[config.mk]
export PLATFORM = sky130hd
export DESIGN_NAME = pfa_regs
export DESIGN_NICKNAME = d
export VERILOG_FILES = /design/src/pfa_pkg.sv /design/src/pfa_line_if.sv /design/src/pfa_regs.sv /design/src/pfa_line_addr.sv
export SDC_FILE = /design/constraint.sdc
export NUM_CORES = 1
export LEC_CHECK = 0
export BUFFER_PORTS_ARGS = -buffer_cell sky130_fd_sc_hd__buf_2
export CAP_MARGIN = 20
export CORE_UTILIZATION = 45
export DETAILED_ROUTE_END_ITERATION = 16
export PLACE_DENSITY = 0.67
export SETUP_SLACK_MARGIN = 0.05
export SYNTH_ARGS = -nofsm -noshare
export SYNTH_HDL_FRONTEND = slang
export SYNTH_SLANG_ARGS = --single-unit
export TNS_END_PERCENT = 100
[constraint.sdc]
create_clock -name sys_clk_i -period 2.5 [get_ports sys_clk_i]
set_input_delay 0.375 -clock sys_clk_i [delete_from_list [all_inputs] [get_ports sys_clk_i]]
set_output_delay 0.375 -clock sys_clk_i [all_outputs]
set_load 0.02 [all_outputs]
[src/pfa_pkg.sv]
// preview frame address registers: shared constants, offsets and types
// assumes a single 100 MHz clock with a synchronous active-high reset
//
// Overview of operation
// - 32-bit frame read base register sets where input frames are fetched
// - 32-bit dark frame base register sets where dark frames are fetched
// - 32-bit output base register sets where processed frames are stored
// - 16-bit line pitch registers give step between lines, read and dark
// - low five bits of bases and pitches are used as zero, 32-byte aligned
// - writes accepted while busy; new window, base and pitch values apply from next frame start
// - window, base and pitch reads return the latest written value, not the one in use
// - busy status reads 1 while a frame is processed, 0 when idle
// - source bit: 0 video port, 1 sdram fetch; read base used only for sdram
package pfa_pkg;

    // register byte offsets
    localparam logic [7:0] OFF_CTRL     = 8'h00;
    localparam logic [7:0] OFF_VWIN     = 8'h04;
    localparam logic [7:0] OFF_RD_BASE  = 8'h08;
    localparam logic [7:0] OFF_RD_PITCH = 8'h0c;
    localparam logic [7:0] OFF_DK_BASE  = 8'h10;
    localparam logic [7:0] OFF_DK_PITCH = 8'h14;
    localparam logic [7:0] OFF_WR_BASE  = 8'h18;

    // control register bit positions
    localparam int CTRL_ENABLE_BIT  = 0;
    localparam int CTRL_BUSY_BIT    = 1;
    localparam int CTRL_SOURCE_BIT  = 2;
    localparam int CTRL_ONESHOT_BIT = 3;

    // field layout
    localparam int VWIN_FIRST_LSB = 16;
    localparam int VWIN_LAST_LSB  = 0;
    localparam int LINE_W         = 14;
    localparam int PITCH_W        = 16;
    localparam int ADDR_W         = 32;
    localparam int ALIGN_BITS     = 5;

    // stream indices
    localparam int STR_RD  = 0;
    localparam int STR_DK  = 1;
    localparam int STR_WR  = 2;
    localparam int NUM_STR = 3;

    // values after reset
    localparam logic [31:0] BASE_RST  = 32'h0000_0000;
    localparam logic [15:0] PITCH_RST = 16'h0000;
    localparam logic [13:0] LINE_RST  = 14'h0000;
    localparam logic [31:0] RDATA_RST = 32'h0000_0000;

    typedef enum logic [1:0] {
        PFA_IDLE,
        PFA_LINE
    } pfa_state_type;

endpackage

[src/pfa_line_if.sv]
// preview frame address: link between the sequencer and the address generators
// assumes both ends sit on the same clock
interface pfa_line_if;
    logic                                            load;
    logic                                            step;
    logic [pfa_pkg::NUM_STR-1:0][pfa_pkg::ADDR_W-1:0]  base;
    logic [pfa_pkg::NUM_STR-1:0][pfa_pkg::PITCH_W-1:0] pitch;
    logic [pfa_pkg::NUM_STR-1:0][pfa_pkg::ADDR_W-1:0]  addr;

    modport ctrl (
        output load,
        output step,
        output base,
        output pitch,
        input  addr
    );

    modport gen (
        input  load,
        input  step,
        input  base,
        input  pitch,
        output addr
    );
endinterface

[src/pfa_regs.sv]
// preview frame address registers and per-frame line sequencer
// assumes one clock, synchronous reset, frame and line strobes from same-clock logic
module pfa_regs (
    // clock and reset
    input  wire logic        sys_clk_i,
    input  wire logic        rst_i,
    // register port
    input  wire logic [7:0]  reg_addr_i,
    input  wire logic [31:0] reg_wdata_i,
    input  wire logic        reg_wr_i,
    input  wire logic        reg_rd_i,
    output      logic [31:0] reg_rdata_o,
    // frame timing from the datapath
    input  wire logic        frame_start_i,
    input  wire logic        line_done_i,
    input  wire logic [15:0] write_pitch_i,
    // engine status
    output      logic        busy_o,
    output      logic        sdram_source_o,
    // line requests
    output      logic        line_req_o,
    output      logic        sdram_fetch_o,
    output      logic [13:0] line_num_o,
    output      logic [31:0] rd_addr_o,
    output      logic [31:0] dk_addr_o,
    output      logic [31:0] wr_addr_o
);

    typedef struct packed {
        pfa_pkg::pfa_state_type state;
        logic                   enable;
        logic                   source;
        logic                   oneshot;
        logic                   run_sdram;
        logic                   run_oneshot;
        logic [13:0]            first_line_field;
        logic [13:0]            last_line_field;
        logic [31:0]            read_base_field;
        logic [15:0]            rd_pitch;
        logic [31:0]            dark_base_field;
        logic [15:0]            dk_pitch;
        logic [31:0]            wr_base;
        logic [13:0]            cur_first;
        logic [13:0]            cur_last;
        logic [13:0]            line;
        logic [31:0]            rdata;
    } pfa_regs_type;

    pfa_regs_type r_reg;
    pfa_regs_type r_next;

    pfa_line_if lnk ();

    logic start_frame;
    logic last_line;
    logic wr_ctrl;
    logic new_enable;

    pfa_line_addr u_line_addr (
        .sys_clk_i (sys_clk_i),
        .rst_i     (rst_i),
        .lnk       (lnk.gen)
    );

    // a frame starts from sdram at once, from the video port on its frame strobe
    always_comb
    begin
        start_frame = 1'b0;
        if ((r_reg.state == pfa_pkg::PFA_IDLE) && r_reg.enable)
        begin
            start_frame = r_reg.run_sdram || frame_start_i;
        end
    end

    // a window whose end lies before its start closes after one line
    assign last_line = (r_reg.line >= r_reg.cur_last);

    assign wr_ctrl    = reg_wr_i && (reg_addr_i == pfa_pkg::OFF_CTRL);
    assign new_enable = reg_wdata_i[pfa_pkg::CTRL_ENABLE_BIT];

    always_comb
    begin
        r_next = r_reg;

        // sequencer
        unique case (r_reg.state)
            pfa_pkg::PFA_IDLE:
            begin
                if (start_frame)
                begin
                    // in-use copies are taken only here
                    r_next.cur_first = r_reg.first_line_field;
                    r_next.cur_last  = r_reg.last_line_field;
                    r_next.line      = r_reg.first_line_field;
                    r_next.state     = pfa_pkg::PFA_LINE;
                end
            end
            pfa_pkg::PFA_LINE:
            begin
                if (line_done_i)
                begin
                    if (last_line)
                    begin
                        r_next.state = pfa_pkg::PFA_IDLE;
                        if (r_reg.run_oneshot)
                        begin
                            r_next.enable = 1'b0;
                        end
                    end
                    else
                    begin
                        r_next.line = r_reg.line + 14'h0001;
                    end
                end
            end
        endcase

        // register writes; a write to enable in the same cycle overrides
        // the one-shot auto clear, so software is never lost
        if (reg_wr_i)
        begin
            unique case (reg_addr_i)
                pfa_pkg::OFF_CTRL:
                begin
                    r_next.enable = new_enable;
                    if (new_enable)
                    begin
                        // mode bits are consumed by the enable and read back as 0
                        r_next.run_sdram   = reg_wdata_i[pfa_pkg::CTRL_SOURCE_BIT]
                                             || r_reg.source;
                        r_next.run_oneshot = reg_wdata_i[pfa_pkg::CTRL_ONESHOT_BIT]
                                             || r_reg.oneshot;
                        r_next.source      = 1'b0;
                        r_next.oneshot     = 1'b0;
                    end
                    else
                    begin
                        r_next.source  = reg_wdata_i[pfa_pkg::CTRL_SOURCE_BIT];
                        r_next.oneshot = reg_wdata_i[pfa_pkg::CTRL_ONESHOT_BIT];
                    end
                end
                pfa_pkg::OFF_VWIN:
                begin
                    r_next.first_line_field =
                        reg_wdata_i[pfa_pkg::VWIN_FIRST_LSB +: pfa_pkg::LINE_W];
                    r_next.last_line_field =
                        reg_wdata_i[pfa_pkg::VWIN_LAST_LSB +: pfa_pkg::LINE_W];
                end
                pfa_pkg::OFF_RD_BASE:
                begin
                    // stored whole even while busy
                    r_next.read_base_field = reg_wdata_i;
                end
                pfa_pkg::OFF_RD_PITCH:
                begin
                    r_next.rd_pitch = reg_wdata_i[15:0];
                end
                pfa_pkg::OFF_DK_BASE:
                begin
                    r_next.dark_base_field = reg_wdata_i;
                end
                pfa_pkg::OFF_DK_PITCH:
                begin
                    r_next.dk_pitch = reg_wdata_i[15:0];
                end
                pfa_pkg::OFF_WR_BASE:
                begin
                    r_next.wr_base = reg_wdata_i;
                end
                default:
                begin
                    r_next.rdata = r_reg.rdata;
                end
            endcase
        end

        // read data stand for the one cycle after the strobe only
        r_next.rdata = pfa_pkg::RDATA_RST;
        if (reg_rd_i)
        begin
            unique case (reg_addr_i)
                pfa_pkg::OFF_CTRL:
                begin
                    r_next.rdata[pfa_pkg::CTRL_ENABLE_BIT]  = r_reg.enable;
                    r_next.rdata[pfa_pkg::CTRL_BUSY_BIT]    =
                        (r_reg.state != pfa_pkg::PFA_IDLE);
                    r_next.rdata[pfa_pkg::CTRL_SOURCE_BIT]  = r_reg.source;
                    r_next.rdata[pfa_pkg::CTRL_ONESHOT_BIT] = r_reg.oneshot;
                end
                pfa_pkg::OFF_VWIN:
                begin
                    r_next.rdata[pfa_pkg::VWIN_FIRST_LSB +: pfa_pkg::LINE_W] =
                        r_reg.first_line_field;
                    r_next.rdata[pfa_pkg::VWIN_LAST_LSB +: pfa_pkg::LINE_W] =
                        r_reg.last_line_field;
                end
                pfa_pkg::OFF_RD_BASE:
                begin
                    // written value, not the in-use copy
                    r_next.rdata = r_reg.read_base_field;
                end
                pfa_pkg::OFF_RD_PITCH:
                begin
                    r_next.rdata[15:0] = r_reg.rd_pitch;
                end
                pfa_pkg::OFF_DK_BASE:
                begin
                    r_next.rdata = r_reg.dark_base_field;
                end
                pfa_pkg::OFF_DK_PITCH:
                begin
                    r_next.rdata[15:0] = r_reg.dk_pitch;
                end
                pfa_pkg::OFF_WR_BASE:
                begin
                    r_next.rdata = r_reg.wr_base;
                end
                default:
                begin
                    r_next.rdata = pfa_pkg::RDATA_RST;
                end
            endcase
        end
    end

    always_ff @(posedge sys_clk_i)
    begin
        if (rst_i)
        begin
            r_reg.state            <= pfa_pkg::PFA_IDLE;
            r_reg.enable           <= 1'b0;
            r_reg.source           <= 1'b0;
            r_reg.oneshot          <= 1'b0;
            r_reg.run_sdram        <= 1'b0;
            r_reg.run_oneshot      <= 1'b0;
            r_reg.first_line_field <= pfa_pkg::LINE_RST;
            r_reg.last_line_field  <= pfa_pkg::LINE_RST;
            r_reg.read_base_field  <= pfa_pkg::BASE_RST;
            r_reg.rd_pitch         <= pfa_pkg::PITCH_RST;
            r_reg.dark_base_field  <= pfa_pkg::BASE_RST;
            r_reg.dk_pitch         <= pfa_pkg::PITCH_RST;
            r_reg.wr_base          <= pfa_pkg::BASE_RST;
            r_reg.cur_first        <= pfa_pkg::LINE_RST;
            r_reg.cur_last         <= pfa_pkg::LINE_RST;
            r_reg.line             <= pfa_pkg::LINE_RST;
            r_reg.rdata            <= pfa_pkg::RDATA_RST;
        end
        else
        begin
            r_reg <= r_next;
        end
    end

    // address generators latch bases at frame start and step per line
    assign lnk.load = start_frame;
    assign lnk.step = (r_reg.state == pfa_pkg::PFA_LINE) && line_done_i
                      && !last_line;

    assign lnk.base[pfa_pkg::STR_RD]  = r_reg.read_base_field;
    assign lnk.base[pfa_pkg::STR_DK]  = r_reg.dark_base_field;
    assign lnk.base[pfa_pkg::STR_WR]  = r_reg.wr_base;
    assign lnk.pitch[pfa_pkg::STR_RD] = r_reg.rd_pitch;
    assign lnk.pitch[pfa_pkg::STR_DK] = r_reg.dk_pitch;
    // output line step lives in a register outside this bank
    assign lnk.pitch[pfa_pkg::STR_WR] = write_pitch_i;

    // outputs
    assign reg_rdata_o    = r_reg.rdata;
    assign busy_o         = (r_reg.state != pfa_pkg::PFA_IDLE);
    assign sdram_source_o = r_reg.run_sdram;
    assign line_req_o     = (r_reg.state == pfa_pkg::PFA_LINE);
    // read base only drives fetches when the source is sdram
    assign sdram_fetch_o  = (r_reg.state == pfa_pkg::PFA_LINE) && r_reg.run_sdram;
    assign line_num_o     = r_reg.line;
    assign rd_addr_o      = lnk.addr[pfa_pkg::STR_RD];
    assign dk_addr_o      = lnk.addr[pfa_pkg::STR_DK];
    assign wr_addr_o      = lnk.addr[pfa_pkg::STR_WR];

endmodule

[src/pfa_line_addr.sv]
// preview frame address: per-stream line address accumulators
// assumes load and step are never high together
module pfa_line_addr (
    // clock and reset
    input  wire logic sys_clk_i,
    input  wire logic rst_i,
    // sequencer link
    pfa_line_if.gen   lnk
);

    typedef struct packed {
        logic [pfa_pkg::NUM_STR-1:0][pfa_pkg::ADDR_W-1:0]  addr;
        logic [pfa_pkg::NUM_STR-1:0][pfa_pkg::PITCH_W-1:0] pitch;
    } pfa_gen_type;

    pfa_gen_type r_reg;
    pfa_gen_type r_next;

    always_comb
    begin
        r_next = r_reg;
        for (int i = 0; i < pfa_pkg::NUM_STR; i++)
        begin
            if (lnk.load)
            begin
                // base forced to 32-byte alignment
                r_next.addr[i] = {lnk.base[i][31:pfa_pkg::ALIGN_BITS],
                                  5'h00};
                // pitch held for the whole frame so mid-frame writes wait
                r_next.pitch[i] = lnk.pitch[i];
            end
            else if (lnk.step)
            begin
                // add one aligned pitch per line
                r_next.addr[i] = r_reg.addr[i]
                    + {16'h0000, r_reg.pitch[i][15:pfa_pkg::ALIGN_BITS], 5'h00};
            end
        end
    end

    always_ff @(posedge sys_clk_i)
    begin
        if (rst_i)
        begin
            for (int i = 0; i < pfa_pkg::NUM_STR; i++)
            begin
                r_reg.addr[i]  <= pfa_pkg::BASE_RST;
                r_reg.pitch[i] <= pfa_pkg::PITCH_RST;
            end
        end
        else
        begin
            r_reg <= r_next;
        end
    end

    assign lnk.addr = r_reg.addr;

endmodule

==> flow_summary_export.csv <==
group,metric,value,unit
clock_tree,cts_root_buffer,"clkbuf_16",
die,core-area,37600,sq um
routing,wire_per_inst,21.5,um
finish,syn_to_final_growth,19.8,%
critical_path,crit_type,"flip-flop to flip-flop",
critical_path,critPathCaptureType,"flip-flop",
timing,fin_hold_ws,51.7,ps
timing,clock-skew-final,22.1,ps
yosys,synth_area,17100,sq um
finish,seqCellArea,6740,sq um
die,die_w,197,um
finish,final_cells,2801,
timing,fin_crit_sh,1.02,
job,maxCapViolCount,0,
routing,via_per_inst,6.01,
status,status,"finished, violations left",
pwr,ir_drop,446,uV
timing,timing.final.ws_setup,-42.1,ps
routing,wl_met3,5.98,mm
yosys,synth.distinct_cells,87,
critical_path,crit_chain,"inv_1, ha_1, o21a_1, o211ai_1, a221o_2, o21ai_4, buf_6, buf_4, or4_4, a31oi_1",
clock_tree,cts_tree,"built",
finish,multi_input_area,9150,sq um
clock_tree,worstSkewPairLatency,570,ps
die,die_area,38800,sq um
finish,largest_register_ffs,96,
routing,ant_nets,0,
critical_path,startpoint_type,"flip-flop",
die,std_cell_rows,71,
timing,finalSetupViolations,4,
die,io_pins,208,
clock_tree,cts.sinks,336,
routing,wl_met2,26.6,mm
timing,final_hold_viol_count,0,
critical_path,critPathBufInv,3,
pwr,power_density,565,nW/um^2
global_routing,grt_pass1_wl,88.4,mm
routing,drt-met1-wl,25.9,mm
critical_path,crit_fanout,7,
die,die_h,197,um
critical_path,slowest_stage,"or4_4",
yosys,ys.warnings.count,0,
routing,routed-via-count,16800,
finish,fin_util,0.545,
pwr,power,11.6,mW
clock_tree,cts_hold_buf,0,
timing,max_freq,393,MHz
placed_design,portBuffers,187,
clock_tree,cts_buffer_depth,3,
placed_design,gp_congestion,0.912,
yosys,synth_seq_cells,336,
placed_design,dpl.hpwl,42.1,mm
finish,nets,2371,
timing,slew_violations,0,
yosys,syn_area_per_cell,7.96,sq um
critical_path,crit_arrival,3020,ps
yosys,synth_cells,2150,
timing,rsz0062_at_grt,"yes",
clock_tree,cts.clk_slew.worst_paths,60,ps
global_routing,grt_pass1_vias,14900,
routing,top_layer,"met5",
finish,final_cell_area,20500,sq um
pwr,p_leak,7.57,nW
global_routing,gr-usage-all-layers,0.294,
routing,first_pass_iters,6,
clock_tree,numCtsBuffers,38,
timing,slew_headroom,0.321,
global_routing,overflow,0,
global_routing,antenna_found_initial,5,
critical_path,path_delay_family,"compound AO/OA/AOI/OAI gates",
finish,n_fill_cell,3455,
yosys,synthFlopType,"dfxtp_1",
finish,drive_gt1_frac,0.233,
hold_path,min-delay-path-class,"input pin to flip-flop",
yosys,synthArstFlopShare,0,
yosys,synth_enable_flop_cells,0,
critical_path,cp_data_required_time,2980,ps
die,start_util,0.455,
status,violations,"negative setup slack",
timing,worstMarginPinSlew,1020,ps
placed_design,pre_cts_ws,-158,ps
timing,setup_tns,-96.3,ps
timing,layout_min_cycle_time,2540,ps
global_routing,grt_max_degree,89,
placed_design,post_dp_cell_area,18300,sq um
critical_path,critPathMaxStageDelay,500,ps
placed_design,dp_cells,2697,
yosys,yosysSeqAreaShare,0.393,
routing,drtIter0Drc,2011,
clock_tree,htree_num_levels,2,
routing,drc_errors,0,
routing,routed_wirelength,60.3,mm
-- worst min-delay path, stage by stage --
cell     delay (ps)
buf_2            90
nand2_1          40
a21oi_1          50
-- synth_stat cells, drive strengths merged (22+ instances only) --
cell type | number | area [sq um]
nand2 | 537 | 2020
dfxtp | 336 | 6730
a21oi | 277 | 1390
buf | 181 | 1280
clkbuf | 110 | 423
nand3 | 57 | 295
nor2 | 56 | 213
a22oi | 52 | 390
ha | 48 | 601
a31oi | 31 | 200
inv | 31 | 116
o21ai | 24 | 131
a22o | 23 | 201
nor3 | 22 | 110
xnor2 | 22 | 193
-- power breakdown --
group	leakage, nW	internal (mW)	switching (mW)
Sequential	2.71	5.36	0.00377
Combinational	4.22	0.0735	0.229
Clock	0.646	3.56	2.36
-- cell type report --
| cell class | count | share of cell area |
|---|---|---|
| multi-input cells | 1505 | 0.447 |
| flip-flops and latches | 336 | 0.329 |
| repair buffers | 346 | 0.124 |
| clock buffers | 50 | 0.0505 |
| well taps | 511 | 0.0312 |
| clock inverters | 19 | 0.0129 |
| inverters | 31 | 0.00568 |
| diodes | 3 | 0.000366 |
-- layout by cell type (no fill, tap or decap), types with 22 or more instances in the layout --
master     count
buf_4        115
a31oi_1       29
inv_1         28
buf_2        186
a22oi_1       47
clkbuf_16     42
nor3_1        22
xnor2_1       22
nand3_1       50
nor2_1        51
ha_1          40
dfxtp_1      329
nand2_1      527
a21oi_1      271
a22o_1        23
-- routing by layer --
metal	vias to the layer above	GRT usage
met4	2	0.113
met2	868	0.436
li1	7747	-
met1	8112	0.418
met5	-	0
met3	115	0.0589
-- path summary, 6_finish.rpt --
kind	startpoint	end	slack, ps	cells after the start
worst max-delay path	r_reg[50]	u_line_addr.lnk.addr[94]	-40	10
worst min-delay path	write_pitch_i[14]	u_line_addr.r_reg[46]	50	3
worst max register to register	r_reg[50]	u_line_addr.lnk.addr[94]	-40	10
worst min register to register	r_reg[50]	r_reg[50]	450	2
-- cells by family (layout without fill, tap and decap cells) --
group | count (synthesis) | after routing | share of synthesized area
AOI/OAI and AO/OA | 614 | 615 | 0.239
DFF | 336 | 336 | 0.393
muxes | 10 | 10 | 0.00607
xor gates and xnor gates | 32 | 32 | 0.0164
other | 1 | 18 | 0.000219
buffers and inverters | 324 | 446 | 0.108
and+or+nand+nor | 782 | 782 | 0.199
adders and majority gates | 51 | 51 | 0.0386
-- what timing repair did --
item                       CTS  global route
buffers inserted             7            20
setup endpoints to repair   76            88
pin swaps                   10            65
gates cloned                 1             4
gates resized for setup     18           124
hold endpoints to repair     0             0
No activity file was read; power rests on OpenSTA's default activity.
